**config.mk**
```make
export PLATFORM = sky130hd
export DESIGN_NAME = relay_card_serial_shifter
export DESIGN_NICKNAME = d
export VERILOG_FILES = /design/src/relay_shifter_pkg.sv /design/src/bus_clock_divider.sv /design/src/relay_card_serial_shifter.sv
export VERILOG_INCLUDE_DIRS = /design/src
export SDC_FILE = /design/constraint.sdc
export NUM_CORES = 1
export LEC_CHECK = 0
export BUFFER_PORTS_ARGS = -buffer_cell sky130_fd_sc_hd__buf_2
export CELL_PAD_IN_SITES_DETAIL_PLACEMENT = 1
export CELL_PAD_IN_SITES_GLOBAL_PLACEMENT = 1
export CORE_MARGIN = 2
export CORE_UTILIZATION = 35
export CTS_CLUSTER_DIAMETER = 100
export CTS_CLUSTER_SIZE = 25
export DETAILED_ROUTE_END_ITERATION = 12
export PLACE_DENSITY = 0.65
export SYNTH_ARGS = -nofsm -noshare
export SYNTH_HDL_FRONTEND = slang
export SYNTH_SLANG_ARGS = --single-unit
```
**constraint.sdc**
```tcl
create_clock -name mclk_i -period 2.4 [get_ports mclk_i]
set_input_delay 0.36 -clock mclk_i [delete_from_list [all_inputs] [get_ports mclk_i]]
set_output_delay 0.36 -clock mclk_i [all_outputs]
set_load 0.02 [all_outputs]
```
**src/relay_shifter_map.svh**
```systemverilog
`ifndef RELAY_SHIFTER_MAP_SVH
`define RELAY_SHIFTER_MAP_SVH
// Crystal rate in Hz and its divider down to the bus clock
`define XTAL_FREQ_HZ 7159090
`define XTAL_DIV 4
// Core clock period in ns
`define MCLK_PERIOD_NS 50
// Bits per burst
`define BURST_BITS 8
// Core clocks per half bus-clock period (20 MHz / 1.78977 MHz / 2, rounded down)
`define BUS_HALF_CYCLES ((1000000000 / (`XTAL_FREQ_HZ / `XTAL_DIV)) / (2 * `MCLK_PERIOD_NS))
`define SHIFT_RESET 8'h00
`define COUNT_PRESET 8'hFF
`endif

```
**src/relay_shifter_pkg.sv**
```systemverilog
package relay_shifter_pkg;
  typedef struct packed {
    logic serial_clk;
    logic relay_serial_data;
    logic latch_pulse;
  } card_link_type;
  typedef struct packed {
    logic wr;
    logic [7:0] data;
  } cpu_write_type;
  typedef enum logic [1:0] {IDLE, FIRST, SHIFTING} burst_state_type;
endpackage : relay_shifter_pkg

```
**src/bus_clock_divider.sv**
```systemverilog
`timescale 1ns/1ps
`include "relay_shifter_map.svh"
// Derives the bus phase clock as a level toggling every half period
module bus_clock_divider #(
  parameter int HALF = `BUS_HALF_CYCLES
) (
  // Clock and reset
  input wire logic mclk_i,
  input wire logic rst_n_i,
  // Phase outputs
  output logic phase_o,
  output logic rise_o,
  output logic fall_o
);
  logic [7:0] cnt_r;
  logic phase_r;
  wire wrap = (cnt_r == 8'(HALF - 1));
  always_ff @(posedge mclk_i or negedge rst_n_i) begin
    if (!rst_n_i) begin
      cnt_r <= 8'h00;
      phase_r <= 1'b0;
    end else begin
      cnt_r <= wrap ? 8'h00 : cnt_r + 8'h01;
      if (wrap) phase_r <= ~phase_r;
    end
  end
  assign phase_o = phase_r;
  assign rise_o = wrap & ~phase_r;
  assign fall_o = wrap & phase_r;
endmodule : bus_clock_divider

```
**src/relay_card_serial_shifter.sv**
```systemverilog
`timescale 1ns/1ps
`include "relay_shifter_map.svh"
module relay_card_serial_shifter
  import relay_shifter_pkg::*;
#(
  parameter int NUM_CARDS = 6
) (
  // Clock and reset
  input wire logic mclk_i,
  input wire logic rst_n_i,
  // Processor side
  input wire relay_shifter_pkg::cpu_write_type cpu_wr_i,
  input wire logic latch_i,
  input wire logic [NUM_CARDS-1:0] card_sel_i,
  output logic busy_o,
  output logic [7:0] card_id_byte_o,
  output logic card_id_valid_o,
  // Card link
  output relay_shifter_pkg::card_link_type link_o,
  output logic [NUM_CARDS-1:0] card_select_n_o,
  input wire logic card_id_serial_data_i
);
  import relay_shifter_pkg::*;

  logic phase, e_rise, e_fall;
  logic [7:0] shift_r;
  logic [7:0] count_r;
  logic [7:0] id_r;
  logic [2:0] id_sync_r;
  logic active_r, sclk_r, id_valid_r, latch_r;
  logic [NUM_CARDS-1:0] sel_r;
  burst_state_type state_r;

  // Core clocks per half bus-clock period, crystal divided by four
  localparam int HALF_CYCLES = `BUS_HALF_CYCLES;

  // Bus phase clock, the serial clock source
  bus_clock_divider #(
    .HALF(HALF_CYCLES)
  ) u_div (
    .mclk_i(mclk_i),
    .rst_n_i(rst_n_i),
    .phase_o(phase),
    .rise_o(e_rise),
    .fall_o(e_fall)
  );

  wire counter_tail_output = count_r[7];
  // Writes during a burst are dropped, protecting data in flight
  wire take_wr = cpu_wr_i.wr & ~active_r;
  // A pulse is a fall that follows a driven high phase
  wire pulse_end = active_r & e_fall & sclk_r;
  // Burst ends after eight counted pulses
  wire last_pulse = pulse_end & (count_r == 8'h80);

  // Shared by the data and count registers, both move left by one
  function automatic logic [7:0] shl8(input logic [7:0] v);
    shl8 = {v[6:0], 1'b0};
  endfunction : shl8

  always_ff @(posedge mclk_i or negedge rst_n_i) begin
    if (!rst_n_i) begin
      shift_r <= `SHIFT_RESET;
      count_r <= 8'h00;
      active_r <= 1'b0;
      sclk_r <= 1'b0;
      state_r <= IDLE;
    end else if (take_wr) begin
      shift_r <= cpu_wr_i.data;
      count_r <= `COUNT_PRESET;
      active_r <= 1'b1;
      state_r <= IDLE;
    end else if (active_r) begin
      if (e_rise) begin
        sclk_r <= 1'b1;
        // The first high phase opens the first clock cycle
        if (state_r == IDLE) state_r <= FIRST;
      end
      // A fall before the first rise is no pulse: counting it would lose a bit
      if (pulse_end) begin
        sclk_r <= 1'b0;
        count_r <= shl8(count_r);
        // Inverted clock only acts once the first cycle has begun
        if (state_r != IDLE) shift_r <= shl8(shift_r);
        state_r <= SHIFTING;
        if (last_pulse) active_r <= 1'b0;
      end
    end
  end

  // Pulse count and high-phase length of a burst, read by the assertions only
  logic [3:0] pulse_cnt_r;
  logic [7:0] high_cnt_r;
  always_ff @(posedge mclk_i or negedge rst_n_i) begin
    if (!rst_n_i) begin
      pulse_cnt_r <= 4'h0;
      high_cnt_r <= 8'h00;
    end else begin
      if (take_wr) pulse_cnt_r <= 4'h0;
      else if (active_r && e_rise) pulse_cnt_r <= pulse_cnt_r + 4'h1;
      high_cnt_r <= sclk_r ? high_cnt_r + 8'h01 : 8'h00;
    end
  end

  // ID bits sampled through three flops, taken on agreement
  logic id_bit_r;
  always_ff @(posedge mclk_i or negedge rst_n_i) begin
    if (!rst_n_i) begin
      id_sync_r <= 3'b000;
      id_bit_r <= 1'b0;
      id_r <= 8'h00;
      id_valid_r <= 1'b0;
      latch_r <= 1'b0;
      sel_r <= '0;
    end else begin
      id_sync_r <= {id_sync_r[1:0], card_id_serial_data_i};
      if (id_sync_r[2] == id_sync_r[1]) id_bit_r <= id_sync_r[1];
      if (active_r & e_rise) id_r <= {id_r[6:0], id_bit_r};
      id_valid_r <= last_pulse;
      latch_r <= latch_i & ~active_r;
      sel_r <= card_sel_i;
    end
  end

  // Clock and data are shared; selects are per card
  assign link_o.serial_clk = sclk_r;
  assign link_o.relay_serial_data = shift_r[7];
  assign link_o.latch_pulse = latch_r;
  assign card_select_n_o = ~sel_r;
  assign busy_o = active_r;
  assign card_id_byte_o = id_r;
  assign card_id_valid_o = id_valid_r;

  // Write and burst framing
  a_tail_on_write: assert property (@(posedge mclk_i) disable iff (!rst_n_i)
    take_wr |=> counter_tail_output && active_r)
    else $error("tail not set");

  a_load_data: assert property (@(posedge mclk_i) disable iff (!rst_n_i)
    take_wr |=> shift_r == $past(cpu_wr_i.data))
    else $error("load wrong");

  a_wr_ignored: assert property (@(posedge mclk_i) disable iff (!rst_n_i)
    cpu_wr_i.wr && active_r && !e_fall |=> $stable(shift_r))
    else $error("reload busy");

  // Clock gating and pulse count
  a_no_clk_idle: assert property (@(posedge mclk_i) disable iff (!rst_n_i)
    !active_r && !take_wr |=> !$rose(sclk_r))
    else $error("clock when idle");

  a_burst_end: assert property (@(posedge mclk_i) disable iff (!rst_n_i)
    last_pulse |=> !active_r && !counter_tail_output)
    else $error("burst end");

  a_pulse_limit: assert property (@(posedge mclk_i) disable iff (!rst_n_i)
    pulse_cnt_r <= 4'h8)
    else $error("too many clock pulses");

  a_eight_pulses: assert property (@(posedge mclk_i) disable iff (!rst_n_i)
    last_pulse |-> pulse_cnt_r == 4'h8)
    else $error("burst pulse count");

  a_clk_gated: assert property (@(posedge mclk_i) disable iff (!rst_n_i)
    $rose(sclk_r) |-> active_r)
    else $error("ungated clock");

  // The serial clock keeps the bus phase shape, never a stretched high
  a_clk_follows_e: assert property (@(posedge mclk_i) disable iff (!rst_n_i)
    $rose(sclk_r) |-> phase)
    else $error("clock not bus phase");

  a_clk_width: assert property (@(posedge mclk_i) disable iff (!rst_n_i)
    sclk_r |-> high_cnt_r < 8'(HALF_CYCLES))
    else $error("clock high too long");

  // Data shifting
  a_first_hold: assert property (@(posedge mclk_i) disable iff (!rst_n_i)
    active_r && state_r == IDLE && e_fall && !take_wr |=> $stable(shift_r))
    else $error("shift in first cycle");

  // Identification byte, latch and selects
  a_valid_at_end: assert property (@(posedge mclk_i) disable iff (!rst_n_i)
    card_id_valid_o |-> !busy_o)
    else $error("id valid inside burst");

  a_latch_idle: assert property (@(posedge mclk_i) disable iff (!rst_n_i)
    link_o.latch_pulse |-> $past(!active_r))
    else $error("latch in burst");

  a_select_follow: assert property (@(posedge mclk_i) disable iff (!rst_n_i)
    card_select_n_o == ~$past(card_sel_i))
    else $error("select not following request");

  // Main scenarios; a write landing in a high phase exercises the first hold
  c_burst: cover property (@(posedge mclk_i) disable iff (!rst_n_i) last_pulse);
  c_wr_busy: cover property (@(posedge mclk_i) disable iff (!rst_n_i) cpu_wr_i.wr && active_r);
  c_latch: cover property (@(posedge mclk_i) disable iff (!rst_n_i) link_o.latch_pulse);
  c_late_start: cover property (@(posedge mclk_i) disable iff (!rst_n_i)
    active_r && state_r == IDLE && e_fall);
  c_id_valid: cover property (@(posedge mclk_i) disable iff (!rst_n_i)
    card_id_valid_o);
endmodule : relay_card_serial_shifter

```
; Word level (Yosys, flattened, before mapping)
; Index checks and enable logic that the tools add are counted.
[op_classes]
n_addsub = 1
n_eq_ne = 3
n_mux = 19
bitwise_logic = 12
reduce_logical = 12
[op_table]
columns = cell, n
row1 = $mux 8, 8
row2 = $mux 2, 5
row3 = $reduce_bool 2->1, 5
row4 = $reduce_and 3->1, 3
row5 = $add 8x1->8 const B, 1
row6 = $and 1x1->1, 8
row7 = $eq 8x3->1 const B, 1
row8 = $eq 8x8->1 const B, 1
row9 = $mux 1, 6
row10 = $not 6->6, 1
row11 = $reduce_bool 3->1, 2
row12 = $not 1->1, 3
row13 = $logic_not 2->1, 1
row14 = $reduce_and 2->1, 1
row15 = $eq 1x1->1, 1
[totals]
reg_bits = 49
in_bits = 19
out_inout_bits = 19
wordCells = 60

; Logic depth before layout (Yosys ltp)
; Gate-level depths: netlist (run 1).
[depth]
depth_word = 9
ltp_mapped = 7
ltp_nobuf = 5

; By module
; From an unflattened synthesis (run 1), not the netlist that was laid out.
[unflattened]
cells_unflattened = 162
area_unflattened_um2 = 1938.1
[by_module_without_submodules]
columns = mod, instances, cells_per_inst, area_each_um2, seq_area_each_um2
row1 = relay_card_serial_shifter, 1, 127, 1519.0, 1001.0
row2 = bus_clock_divider, 1, 35, 419.2, 225.2

; Worst setup path before layout (run 1)
; No wires, ideal clock.
[synth_timing]
path_kind = reg2reg
startpoint = register active_r, in the netlist busy_o
endpoint = register shift_r[6]
setup_time_ps = 125
arrival_time_ps = 1777
t_required_ps = 2275
slack_ps = 499
path_stages_with_launch = 6
n_path_buf = 2
period_less_slack_ps = 1901
path_cell_list = dfrtp_1 nor2b_1 clkbuf_1 clkbuf_1 mux2_2 mux2_2
[synth_between]
elab_chain_len = 4
elab_cells_between_ends = 9
cone_classes = mux (1) / bitwise (4) / reduce/logical (4)
[synth_rtl]
columns = item, line_no
row1 = start: declaration, relay_card_serial_shifter.sv:30  ; logic active_r, sclk_r, id_valid_r, latch_r;
row2 = start signal: assignment, relay_card_serial_shifter.sv:65  ; active_r <= 1'b0;
row3 = start signal: assignment, relay_card_serial_shifter.sv:71  ; active_r <= 1'b1;
row4 = start signal: assignment, relay_card_serial_shifter.sv:86  ; if (last_pulse) active_r <= 1'b0;
row5 = $and 1x1->1 / $not 1->1 (equally long branches), "relay_card_serial_shifter.sv:52, relay_card_serial_shifter.sv:50"
row6 = $and 1x1->1 (on tied branches), "relay_card_serial_shifter.sv:52, relay_card_serial_shifter.sv:50"
row7 = $reduce_bool 2->1 (no source line), n/a
row8 = $reduce_and 3->1 (no source line), n/a
row9 = end signal: assignment, relay_card_serial_shifter.sv:63  ; shift_r <= `SHIFT_RESET;
row10 = end signal: assignment, relay_card_serial_shifter.sv:69  ; shift_r <= cpu_wr_i.data;
row11 = end signal: assignment, relay_card_serial_shifter.sv:84  ; if (state_r != IDLE) shift_r <= shl8(shift_r);
row12 = end: declaration, relay_card_serial_shifter.sv:26  ; logic [7:0] shift_r;
; Parallel ways exist; a longest one is shown, timed or not.
; A chain may end at the register's enable or synchronous reset.

; Final worst setup path (run 1)
[layout_timing]
startpoint = register u_div.cnt_r[0]
endpoint = register shift_r[3]
[layout_between]
elab_chain_len = 6
[layout_rtl]
columns = item, line_no
row1 = start: declaration, bus_clock_divider.sv:15  ; logic [7:0] cnt_r;
row2 = start signal: assignment, bus_clock_divider.sv:23  ; cnt_r <= wrap ? 8'h00 : cnt_r + 8'h01;
row3 = $eq 8x3->1, bus_clock_divider.sv:17  ; wire wrap = (cnt_r == 8'(HALF - 1));
row4 = $and 1x1->1, bus_clock_divider.sv:29  ; assign fall_o = wrap & phase_r;
row5 = $and 1x1->1 (2 in a row), relay_card_serial_shifter.sv:52  ; wire pulse_end = active_r & e_fall & sclk_r;
row6 = $reduce_bool 2->1 (no source line), n/a
row7 = $reduce_and 3->1 (no source line), n/a
; No other way between the ends.

==> run_results.csv, run 1 <==
group,metric,value,unit
outcome,status,"complete, no violations",
synth,ys_seq_area_frac,0.614,
placed_design,gp_congestion,0.819,
setup_path,start_kind,"flip-flop",
grt,grt_first_pass_wirelength,6.80,mm
cts,cts_made_buffers,5,
setup_path,cpPeakStageDelay,0.67,ns
synth,avgSynthCellArea,12.7,sq um
placed_design,place_ws,0.315,ns
timing,finalClockSkew,0.00681,ns
setup_path,worst_ep_arrival_time,2.27,ns
timing,tns,0,ns
run,max-cap-violations,0,
setup_path,path_cells,"inv_1 > ha_1 > nand4bb_1 > o41ai_4 > mux2_2",
pwr,p_int,0.00122,W
pwr,power_frac_seq,0.556,
cts,cts_resized,0,
grt,antenna_found_initial,0,
grt,grt_max_degree,21,
cts,postCtsSetupBuffers,0,
cells_and_area,final_net_count,220,
cells_and_area,register_area,0.00123,sq mm
cells_and_area,design_area,0.00239,sq mm
pwr,max-vdd-ir-drop,319,uV
synth,ys_seq_elements,49,
timing,slew_viol_final,0,
cells_and_area,syn2layout_area_growth,19.6,%
timing,fin_ws,0.323,ns
routing,first_iter_violations,21,
synth,ys_warn_count,0,
setup_path,end_kind,"flip-flop",
floorplan,die_h,79.6,microns
grt,grt_pass1_vias,1468,
setup_path,cp_top_family,"compound AO/OA/AOI/OAI gates",
timing,hold_viol_final,0,
floorplan,rows,27,
timing,min_period_over_period,0.866,
pwr,switching_share,0.225,
placed_design,place_area,0.00227,sq mm
synth,synth_nets,178,
cts,clock_sinks,49,
grt,overflow,0,
routing,avgViaCountPerCell,4.86,
pwr,switching_power,0.000355,W
timing,fmax,481,MHz
cells_and_area,antenna_cells,0,
setup_path,crit_type,"flip-flop to flip-flop",
cells_and_area,multi_input_area,694,sq um
grt,grt_usage,0.140,
cts,cts_hold_buf,1,
routing,drc,0,
cells_and_area,fin_cells,272,
timing,max-slew-margin-rel,0.611,
placed_design,port_buffers,37,
cts,clock_latency,0.30,ns
placed_design,dp_hpwl,3.01,mm
floorplan,design.core.area,0.00551,sq mm
routing,wirelength,3.99,mm
cells_and_area,final_common_cell,"dfrtp_1",
timing,worstMarginPinSlew,0.581,ns
synth,yosys-top-cells-area,"dfrtp_1 61%, mux2_2 12%, nor4_1 2.5%, nor2_1 2.4%, xnor2_1 2.2%",
cts,htreeDepth,2,
timing,rsz0062_at_grt,"no",
timing,setup_viol,0,
pwr,p_leak,1.16,nW
routing,drt_first_pass_iters,3,
floorplan,die_w,79.6,microns
cells_and_area,drive_gt1_frac,0.370,
cells_and_area,final_cell_mix,"49 x dfrtp_1, 37 x buf_2, 22 x mux2_2, 13 x nor2_1, 9 x inv_1",
setup_path,slowest_stage,"o41ai_4",
routing,vias,1321,
pwr,clkPwrFrac,0.373,
cts,cts_tree,"built",
floorplan,start_util,0.363,
pwr,p_comb_frac,0.071,
pwr,p_per_area,661,mW/mm^2
cts,clk_pin_slew,0.09,ns
synth,netlist.top_cell.by_area,"dfrtp_1",
routing,detail_route.wl_per_cell,14.7,microns
synth,syn_area,0.00200,sq mm
placed_design,dp_cells,263,
setup_path,cp.buffers_inverters,1,
worst_hold_path,hp-class,"input pin to flip-flop",
synth,syn_inst,157,
routing,drtAntennaViolNets,0,
setup_path,cp.required,2.60,ns
cells_and_area,num-fill-cells,600,
cts,clock_path_buffers,2,
setup_path,worstPathMaxFanout,8,
floorplan,num_io_pins,38,
synth,yosysTopAreaCellShare,0.614,
cts,clock-root-buffer,"clkbuf_8",
timing,min_period,2.08,ns
synth,ys_types,30,
floorplan,dieArea,0.00633,sq mm
-- per-layer routing --
layer	track usage	share of wire
met1	0.171	0.43
met2	0.234	0.50
met3	0.0396	0.052
met4	0.0569	0.021
met5	0	0
-- synthesized netlist by cell type --
| master | instances |
|---|---|
| maj3_1 | 1 |
| nor4_1 | 8 |
| nand2_1 | 4 |
| inv_1 | 9 |
| buf_2 | 2 |
| and3_1 | 2 |
| nand3_1 | 8 |
| xnor2_1 | 5 |
| nor2b_1 | 3 |
| a21oi_1 | 7 |
| xor2_1 | 2 |
| mux2_2 | 22 |
| dfrtp_1 | 49 |
| clkbuf_1 | 3 |
| or3_1 | 1 |
| nand2b_1 | 1 |
| o41ai_4 | 1 |
| o21ai_0 | 2 |
| or3_4 | 1 |
| ha_1 | 2 |
| nor2_1 | 13 |
| nor4b_1 | 1 |
| o22a_1 | 1 |
| nor4bb_1 | 1 |
| o21a_1 | 1 |
| buf_4 | 3 |
| nor3_1 | 1 |
| nand4bb_1 | 1 |
| o311ai_0 | 1 |
| a22o_1 | 1 |
-- stage by stage --
| stage | hold WS [ns] | total power [W] | utilization |
|---|---|---|---|
| after floorplan | 0.0644 | 0.000952 | - |
| after global placement | 0.282 | 0.00100 | 0.412 |
| after detailed placement | 0.290 | 0.00101 | 0.412 |
| after CTS | 0.146 | 0.00160 | 0.434 |
| after global routing | 0.140 | 0.00164 | 0.434 |
| final | 0.154 | 0.00158 | 0.434 |
-- sequential cells by signal, summed over array words and instances, names as in the netlist --
register and flops:
card_id_valid_o 1, shift_r 8, u_div.phase_o 1, state_r 2, u_div.cnt_r 8, sclk_r 1
id_sync_r 3, count_r 8, busy_o 1, card_id_byte_o 8, id_bit_r 1, sel_r 6
latch_r 1
-- logic make-up (layout without fill, tap and decap cells) --
| kind of cell | after synthesis | in the layout | synth area share |
|---|---|---|---|
| XOR/XNOR | 7 | 7 | 0.0307 |
| flip-flops | 49 | 49 | 0.614 |
| AO/OA/AOI/OAI | 14 | 14 | 0.0532 |
| buffers and inverters | 17 | 60 | 0.0388 |
| AND/OR/NAND/NOR | 45 | 45 | 0.122 |
| adder cells (fa/ha/maj) | 3 | 3 | 0.0175 |
| multiplexers | 22 | 22 | 0.124 |
-- cell type report --
| cell class | count | share of cell area |
|---|---|---|
| clock inverters | 3 | 0.0183 |
| repair buffers | 43 | 0.0974 |
| multi-input cells | 91 | 0.291 |
| clock buffers | 5 | 0.0288 |
| inverters | 9 | 0.0141 |
| well taps | 72 | 0.0377 |
| flip-flops and latches | 49 | 0.513 |
-- power groups by stage --
stage	Sequential [W]	Combinational (W)	Clock, W
CTS	0.000879	0.000116	0.000601
global route	0.000884	0.000124	0.000635
detailed placement	0.000895	0.000114	0
floorplan	0.000900	0.0000521	0
finish	0.000878	0.000112	0.000589
global placement	0.000891	0.000109	0
-- worst paths after layout --
check | cells after the start | startpoint | slack (ns) | to
setup / recovery | 5 | u_div.cnt_r[0] | 0.32 | shift_r[3]
hold / removal | 1 | card_sel_i[2] | 0.15 | sel_r[2]
setup reg to reg | 5 | u_div.cnt_r[0] | 0.32 | shift_r[3]
hold reg to reg | 0 | id_sync_r[0] | 0.36 | id_sync_r[1]
max in group asynchronous | 3 | rst_n_i | 1.33 | count_r[6]
min in group asynchronous | 2 | rst_n_i | 0.48 | u_div.cnt_r[2]
-- worst reg2reg max path: stages, from the launching register on --
cell       delay, ns
dfrtp_1         0.45
inv_1           0.08
ha_1            0.16
nand4bb_1       0.20
o41ai_4         0.67
mux2_2          0.41
No activity file was read; power rests on OpenSTA's default activity.
==> run 2: changes to the inputs <==
Settings changed: MAX_ROUTING_LAYER from default to met4, RECOVER_POWER from default to 50.
==> run 2 against run 1 <==
- maximum frequency about the same
- die area unchanged
- critical endpoint unchanged
- wire length decreased by 0.20%
- critical path type unchanged
- largest power group unchanged
- power decreased by 0.14%
- via count unchanged
- cell count unchanged
==> run_results.csv, run 2 (same netlist as run 1, synthesis figures left out) <==
group,metric,value,unit
timing,slew_viol_final,0,
cells_and_area,post-route-util,0.433,
timing,rsz0062_at_grt,"no",
setup_path,start_kind,"flip-flop",
setup_path,worst_ep_arrival_time,2.27,ns
cts,htreeDepth,2,
worst_hold_path,hp-class,"input pin to flip-flop",
setup_path,reg2reg_from,"u_div.cnt_r[0]",
pwr,p_leak,1.15,nW
setup_path,end_kind,"flip-flop",
cells_and_area,num-fill-cells,599,
routing,drtAntennaViolNets,0,
pwr,switching_share,0.225,
timing,tns,0,ns
cells_and_area,fin_cells,272,
cells_and_area,final_common_cell,"dfrtp_1",
routing,avgViaCountPerCell,4.86,
floorplan,num_io_pins,38,
setup_path,cp.required,2.59,ns
setup_path,r2r_slack,0.32,ns
floorplan,start_util,0.363,
routing,first_iter_violations,28,
setup_path,worstPathMaxFanout,8,
setup_path,path_cells,"inv_1 > ha_1 > nand4bb_1 > o41ai_4 > mux2_2",
outcome,status,"complete, no violations",
grt,antenna_found_initial,0,
grt,grt_pass1_vias,1467,
cells_and_area,antenna_cells,0,
floorplan,dieArea,0.00633,sq mm
setup_path,slowest_stage,"o41ai_4",
timing,setup_viol,0,
grt,overflow,0,
cts,clock-root-buffer,"clkbuf_8",
cts,clock_sinks,49,
pwr,power_frac_seq,0.557,
cts,clock_path_buffers,2,
cells_and_area,syn2layout_area_growth,19.2,%
grt,grt_usage,0.144,
cts,cts_made_buffers,5,
floorplan,die_w,79.6,microns
setup_path,cp_top_family,"compound AO/OA/AOI/OAI gates",
pwr,p_comb_frac,0.070,
cts,cts_resized,0,
setup_path,crit_type,"flip-flop to flip-flop",
floorplan,design.core.area,0.00551,sq mm
grt,grt_max_degree,21,
pwr,switching_power,0.000354,W
timing,finalClockSkew,0.00679,ns
setup_path,cpPeakStageDelay,0.67,ns
pwr,p_per_area,662,mW/mm^2
cells_and_area,drive_gt1_frac,0.360,
grt,grt_first_pass_wirelength,6.79,mm
routing,wirelength,3.98,mm
placed_design,dp_cells,263,
placed_design,gp_congestion,0.831,
floorplan,rows,27,
pwr,clkPwrFrac,0.373,
timing,worstMarginPinSlew,0.824,ns
routing,vias,1321,
setup_path,crit_start,"u_div.cnt_r[0]",
cells_and_area,final_net_count,220,
cells_and_area,final_cell_mix,"49 x dfrtp_1, 36 x buf_2, 22 x mux2_2, 13 x nor2_1, 9 x inv_1",
timing,hold_viol_final,0,
routing,drt_first_pass_iters,4,
routing,detail_route.wl_per_cell,14.6,microns
setup_path,cp.buffers_inverters,1,
pwr,p_int,0.00122,W
timing,max-slew-margin-rel,0.450,
timing,fmax,481,MHz
pwr,max-vdd-ir-drop,319,uV
cts,clk_pin_slew,0.09,ns
timing,min_period_over_period,0.865,
placed_design,port_buffers,37,
cts,cts_tree,"built",
placed_design,dp_hpwl,3.01,mm
worst_hold_path,min_from,"card_sel_i[2]",
floorplan,die_h,79.6,microns
cts,clock_latency,0.30,ns
timing,min_period,2.08,ns
routing,drc,0,
run,max-cap-violations,0,
## run 2: area by class of cell
type	instances	area (sq um)	area share
Clock buffer	5	68.8	0.0289
Timing Repair Buffer	43	225	0.0945
Multi-Input combinational cell	91	694	0.291
Clock inverter	3	43.8	0.0184
Inverter	9	33.8	0.0142
Sequential cell	49	1230	0.515
Tap cell	72	90.1	0.0378
## run 2: per-layer routing
layer | share of wire | GRT usage | vias to the layer above | wire, microns
met5 | 0 | - | - | 0
met4 | 0.020 | 0.0569 | 0 | 81
met3 | 0.053 | 0.0385 | 7 | 210
met2 | 0.50 | 0.234 | 35 | 2000
met1 | 0.42 | 0.172 | 652 | 1690
li1 | - | - | 627 | -
## run 2: what timing repair did
action | CTS | global route
hold endpoints to repair | 14 | 0
buffers inserted | 0 | 0
hold buffers | 1 | 0
## run 2: power by group through the flow
stage	sequential, W	clock [W]	combinational [W]
after global placement	0.000891	0	0.000109
after CTS	0.000879	0.000601	0.000116
after global routing	0.000884	0.000635	0.000123
after detailed placement	0.000895	0	0.000114
after floorplan	0.000900	0	0.0000521
final	0.000878	0.000588	0.000111
## run 2: path summary, 6_finish.rpt
path / end / cells past startpoint
hold reg to reg: id_sync_r[1] / 0
setup / recovery: shift_r[3] / 5
max in group asynchronous: card_id_byte_o[3] / 3
hold / removal: sel_r[2] / 1
min in group asynchronous: u_div.cnt_r[2] / 2
setup reg to reg: shift_r[3] / 5
## run 2: metrics by stage
step	total power [W]	cell area [sq um]	worst slack (ns)	hold WS (ns)
finish	0.00158	2380	0.323	0.155
global route	0.00164	2380	0.168	0.140
CTS	0.00160	2390	0.294	0.146
detailed placement	0.00101	2270	0.315	0.290
global placement	0.00100	2270	0.406	0.282
floorplan	0.000952	2000	0.499	0.0644
==> run 3: changes to the inputs <==
Settings changed: REMOVE_ABC_BUFFERS from default to 1.
==> run 3 against run 2 <==
- global-route usage up 0.22 points
- clock power is 3.7% higher
- first-iteration DRC count unchanged
- via count shrank 0.30%
- critical path depth decreased by 2
- hold slack better by 0.0062 ns
- register-to-register slack better by 0.02 ns
- clock skew is 0.0019 ns lower
- wire length increased by 2.2%
- maximum frequency rose by 0.83%
- flip-flop and latch count did not move
==> run_results.csv, run 3 (same netlist as run 1, synthesis figures left out) <==
group,metric,value,unit
routing,drc,0,
grt,grt_util_met3,0.0430,
cts,clock_sinks,49,
cells_and_area,syn2layout_area_growth,18.6,%
cts,htreeDepth,2,
cells_and_area,fin_cells,272,
floorplan,dieArea,0.00633,sq mm
grt,met1_usage,0.175,
timing,setup_viol,0,
cts,clk_pin_slew,0.09,ns
grt,grt_first_pass_wirelength,6.89,mm
timing,fmax,485,MHz
setup_path,rr_endpoint,"shift_r[7]",
cells_and_area,final_common_cell,"dfrtp_1",
cts,cts_resized,0,
placed_design,port_buffers,37,
timing,finalClockSkew,0.00489,ns
setup_path,cp.required,2.59,ns
grt,met2_usage,0.241,
cells_and_area,final_net_count,220,
timing,hold_viol_final,0,
cts,clock_path_buffers,2,
timing,max-slew-margin-rel,0.328,
timing,slew_viol_final,0,
setup_path,reg2reg_from,"u_div.cnt_r[5]",
timing,min_period,2.06,ns
grt,grt_usage,0.146,
setup_path,crit_type,"flip-flop to flip-flop",
setup_path,ff2ff_path_depth,3,
timing,min_period_over_period,0.858,
routing,first_iter_violations,28,
grt,antenna_found_initial,0,
setup_path,crit_end,"shift_r[7]",
pwr,p_leak,1.10,nW
floorplan,start_util,0.363,
routing,avgViaCountPerCell,4.84,
routing,drtAntennaViolNets,0,
floorplan,die_w,79.6,microns
pwr,max-vdd-ir-drop,255,uV
routing,drt_first_pass_iters,4,
cts,clock-root-buffer,"clkbuf_8",
floorplan,design.core.area,0.00551,sq mm
timing,worstMarginPinSlew,1.01,ns
floorplan,num_io_pins,38,
grt,grt-busiest-layer,"met2",
setup_path,r2r_slack,0.34,ns
timing,rsz0062_at_grt,"no",
routing,wirelength,4.07,mm
placed_design,dp_cells,263,
floorplan,die_h,79.6,microns
cts,cts_tree,"built",
routing,detail_route.wl_per_cell,15.0,microns
placed_design,gp_congestion,0.789,
setup_path,start_kind,"flip-flop",
grt,grt_max_degree,31,
floorplan,rows,27,
setup_path,end_kind,"flip-flop",
timing,tns,0,ns
setup_path,crit_start,"u_div.cnt_r[5]",
setup_path,worstPathMaxFanout,11,
grt,grt_pass1_vias,1423,
setup_path,worst_ep_arrival_time,2.25,ns
cts,cts_made_buffers,5,
worst_hold_path,hp-class,"input pin to flip-flop",
cells_and_area,antenna_cells,0,
placed_design,dp_hpwl,3.00,mm
pwr,p_per_area,673,mW/mm^2
timing,finalHoldWorstSlack,0.161,ns
outcome,status,"complete, no violations",
grt,overflow,0,
cells_and_area,drive_gt1_frac,0.270,
cts,clock_latency,0.30,ns
run,max-cap-violations,0,
routing,vias,1317,
cells_and_area,final_cell_mix,"49 x dfrtp_1, 22 x mux2_2, 20 x clkbuf_1, 18 x buf_2, 13 x nor2_1",
-- run 3: cell types whose count changed in the layout (fill, tap and decap cells not counted), sizes merged --
cell and change:
buf -17, clkinvlp +1, clkinv -1, inv -1, clkbuf +18
-- run 3: what timing repair did --
action,4_1_cts,5_1_grt
hold buffers,1,0
setup buffers,0,0
hold endpoints to repair,19,0
-- run 3: cell type report --
class | count | area, sq um
fillers | 625 | 3140
flip-flops and latches | 49 | 1230
multi-input cells | 91 | 694
repair buffers | 43 | 205
well taps | 72 | 90.1
clock buffers | 6 | 82.6
clock inverters | 2 | 37.5
inverters | 9 | 33.8
-- run 3: report_power, final --
group,total (W),internal [W],switching (W)
clock network,0.000610,0.000339,0.000271
registers,0.000879,0.000859,0.0000193
logic,0.000107,0.0000463,0.0000604
total,0.00160,0.00124,0.000351
-- run 3: through the flow --
stage | setup slack, ns | total power (W) | area, sq um | util
final | 0.340 | 0.00160 | 2370 | 0.430
after floorplan | 0.337 | 0.000946 | 1950 | -
after CTS | 0.312 | 0.00163 | 2400 | 0.435
after global placement | 0.405 | 0.00100 | 2270 | 0.412
after global routing | 0.194 | 0.00168 | 2370 | 0.430
after detailed placement | 0.335 | 0.00101 | 2270 | 0.412
-- run 3: how the worst min path moves through the flow --
stage	from	cells past startpoint	end	slack, ns
after floorplan	rst_n_i	0	busy_o	0.06
after global placement	rst_n_i	1	id_sync_r[2]	0.31
after detailed placement	rst_n_i	1	id_bit_r	0.32
after CTS	card_sel_i[3]	1	sel_r[3]	0.15
after global routing	card_id_serial_data_i	1	id_sync_r[0]	0.14
final	card_id_serial_data_i	1	id_sync_r[0]	0.16
-- run 3: metal layers --
layer / wire [microns] / vias up
li1: - / 622
met1: 1780 / 661
met2: 2030 / 27
met3: 210 / 7
met4: 48 / 0
met5: 0 / -
-- run 3: worst max-delay path: stages (launching register included) --
cell,delay (ns)
dfrtp_1,0.44
or3_4,0.48
o41ai_4,0.62
mux2_2,0.41
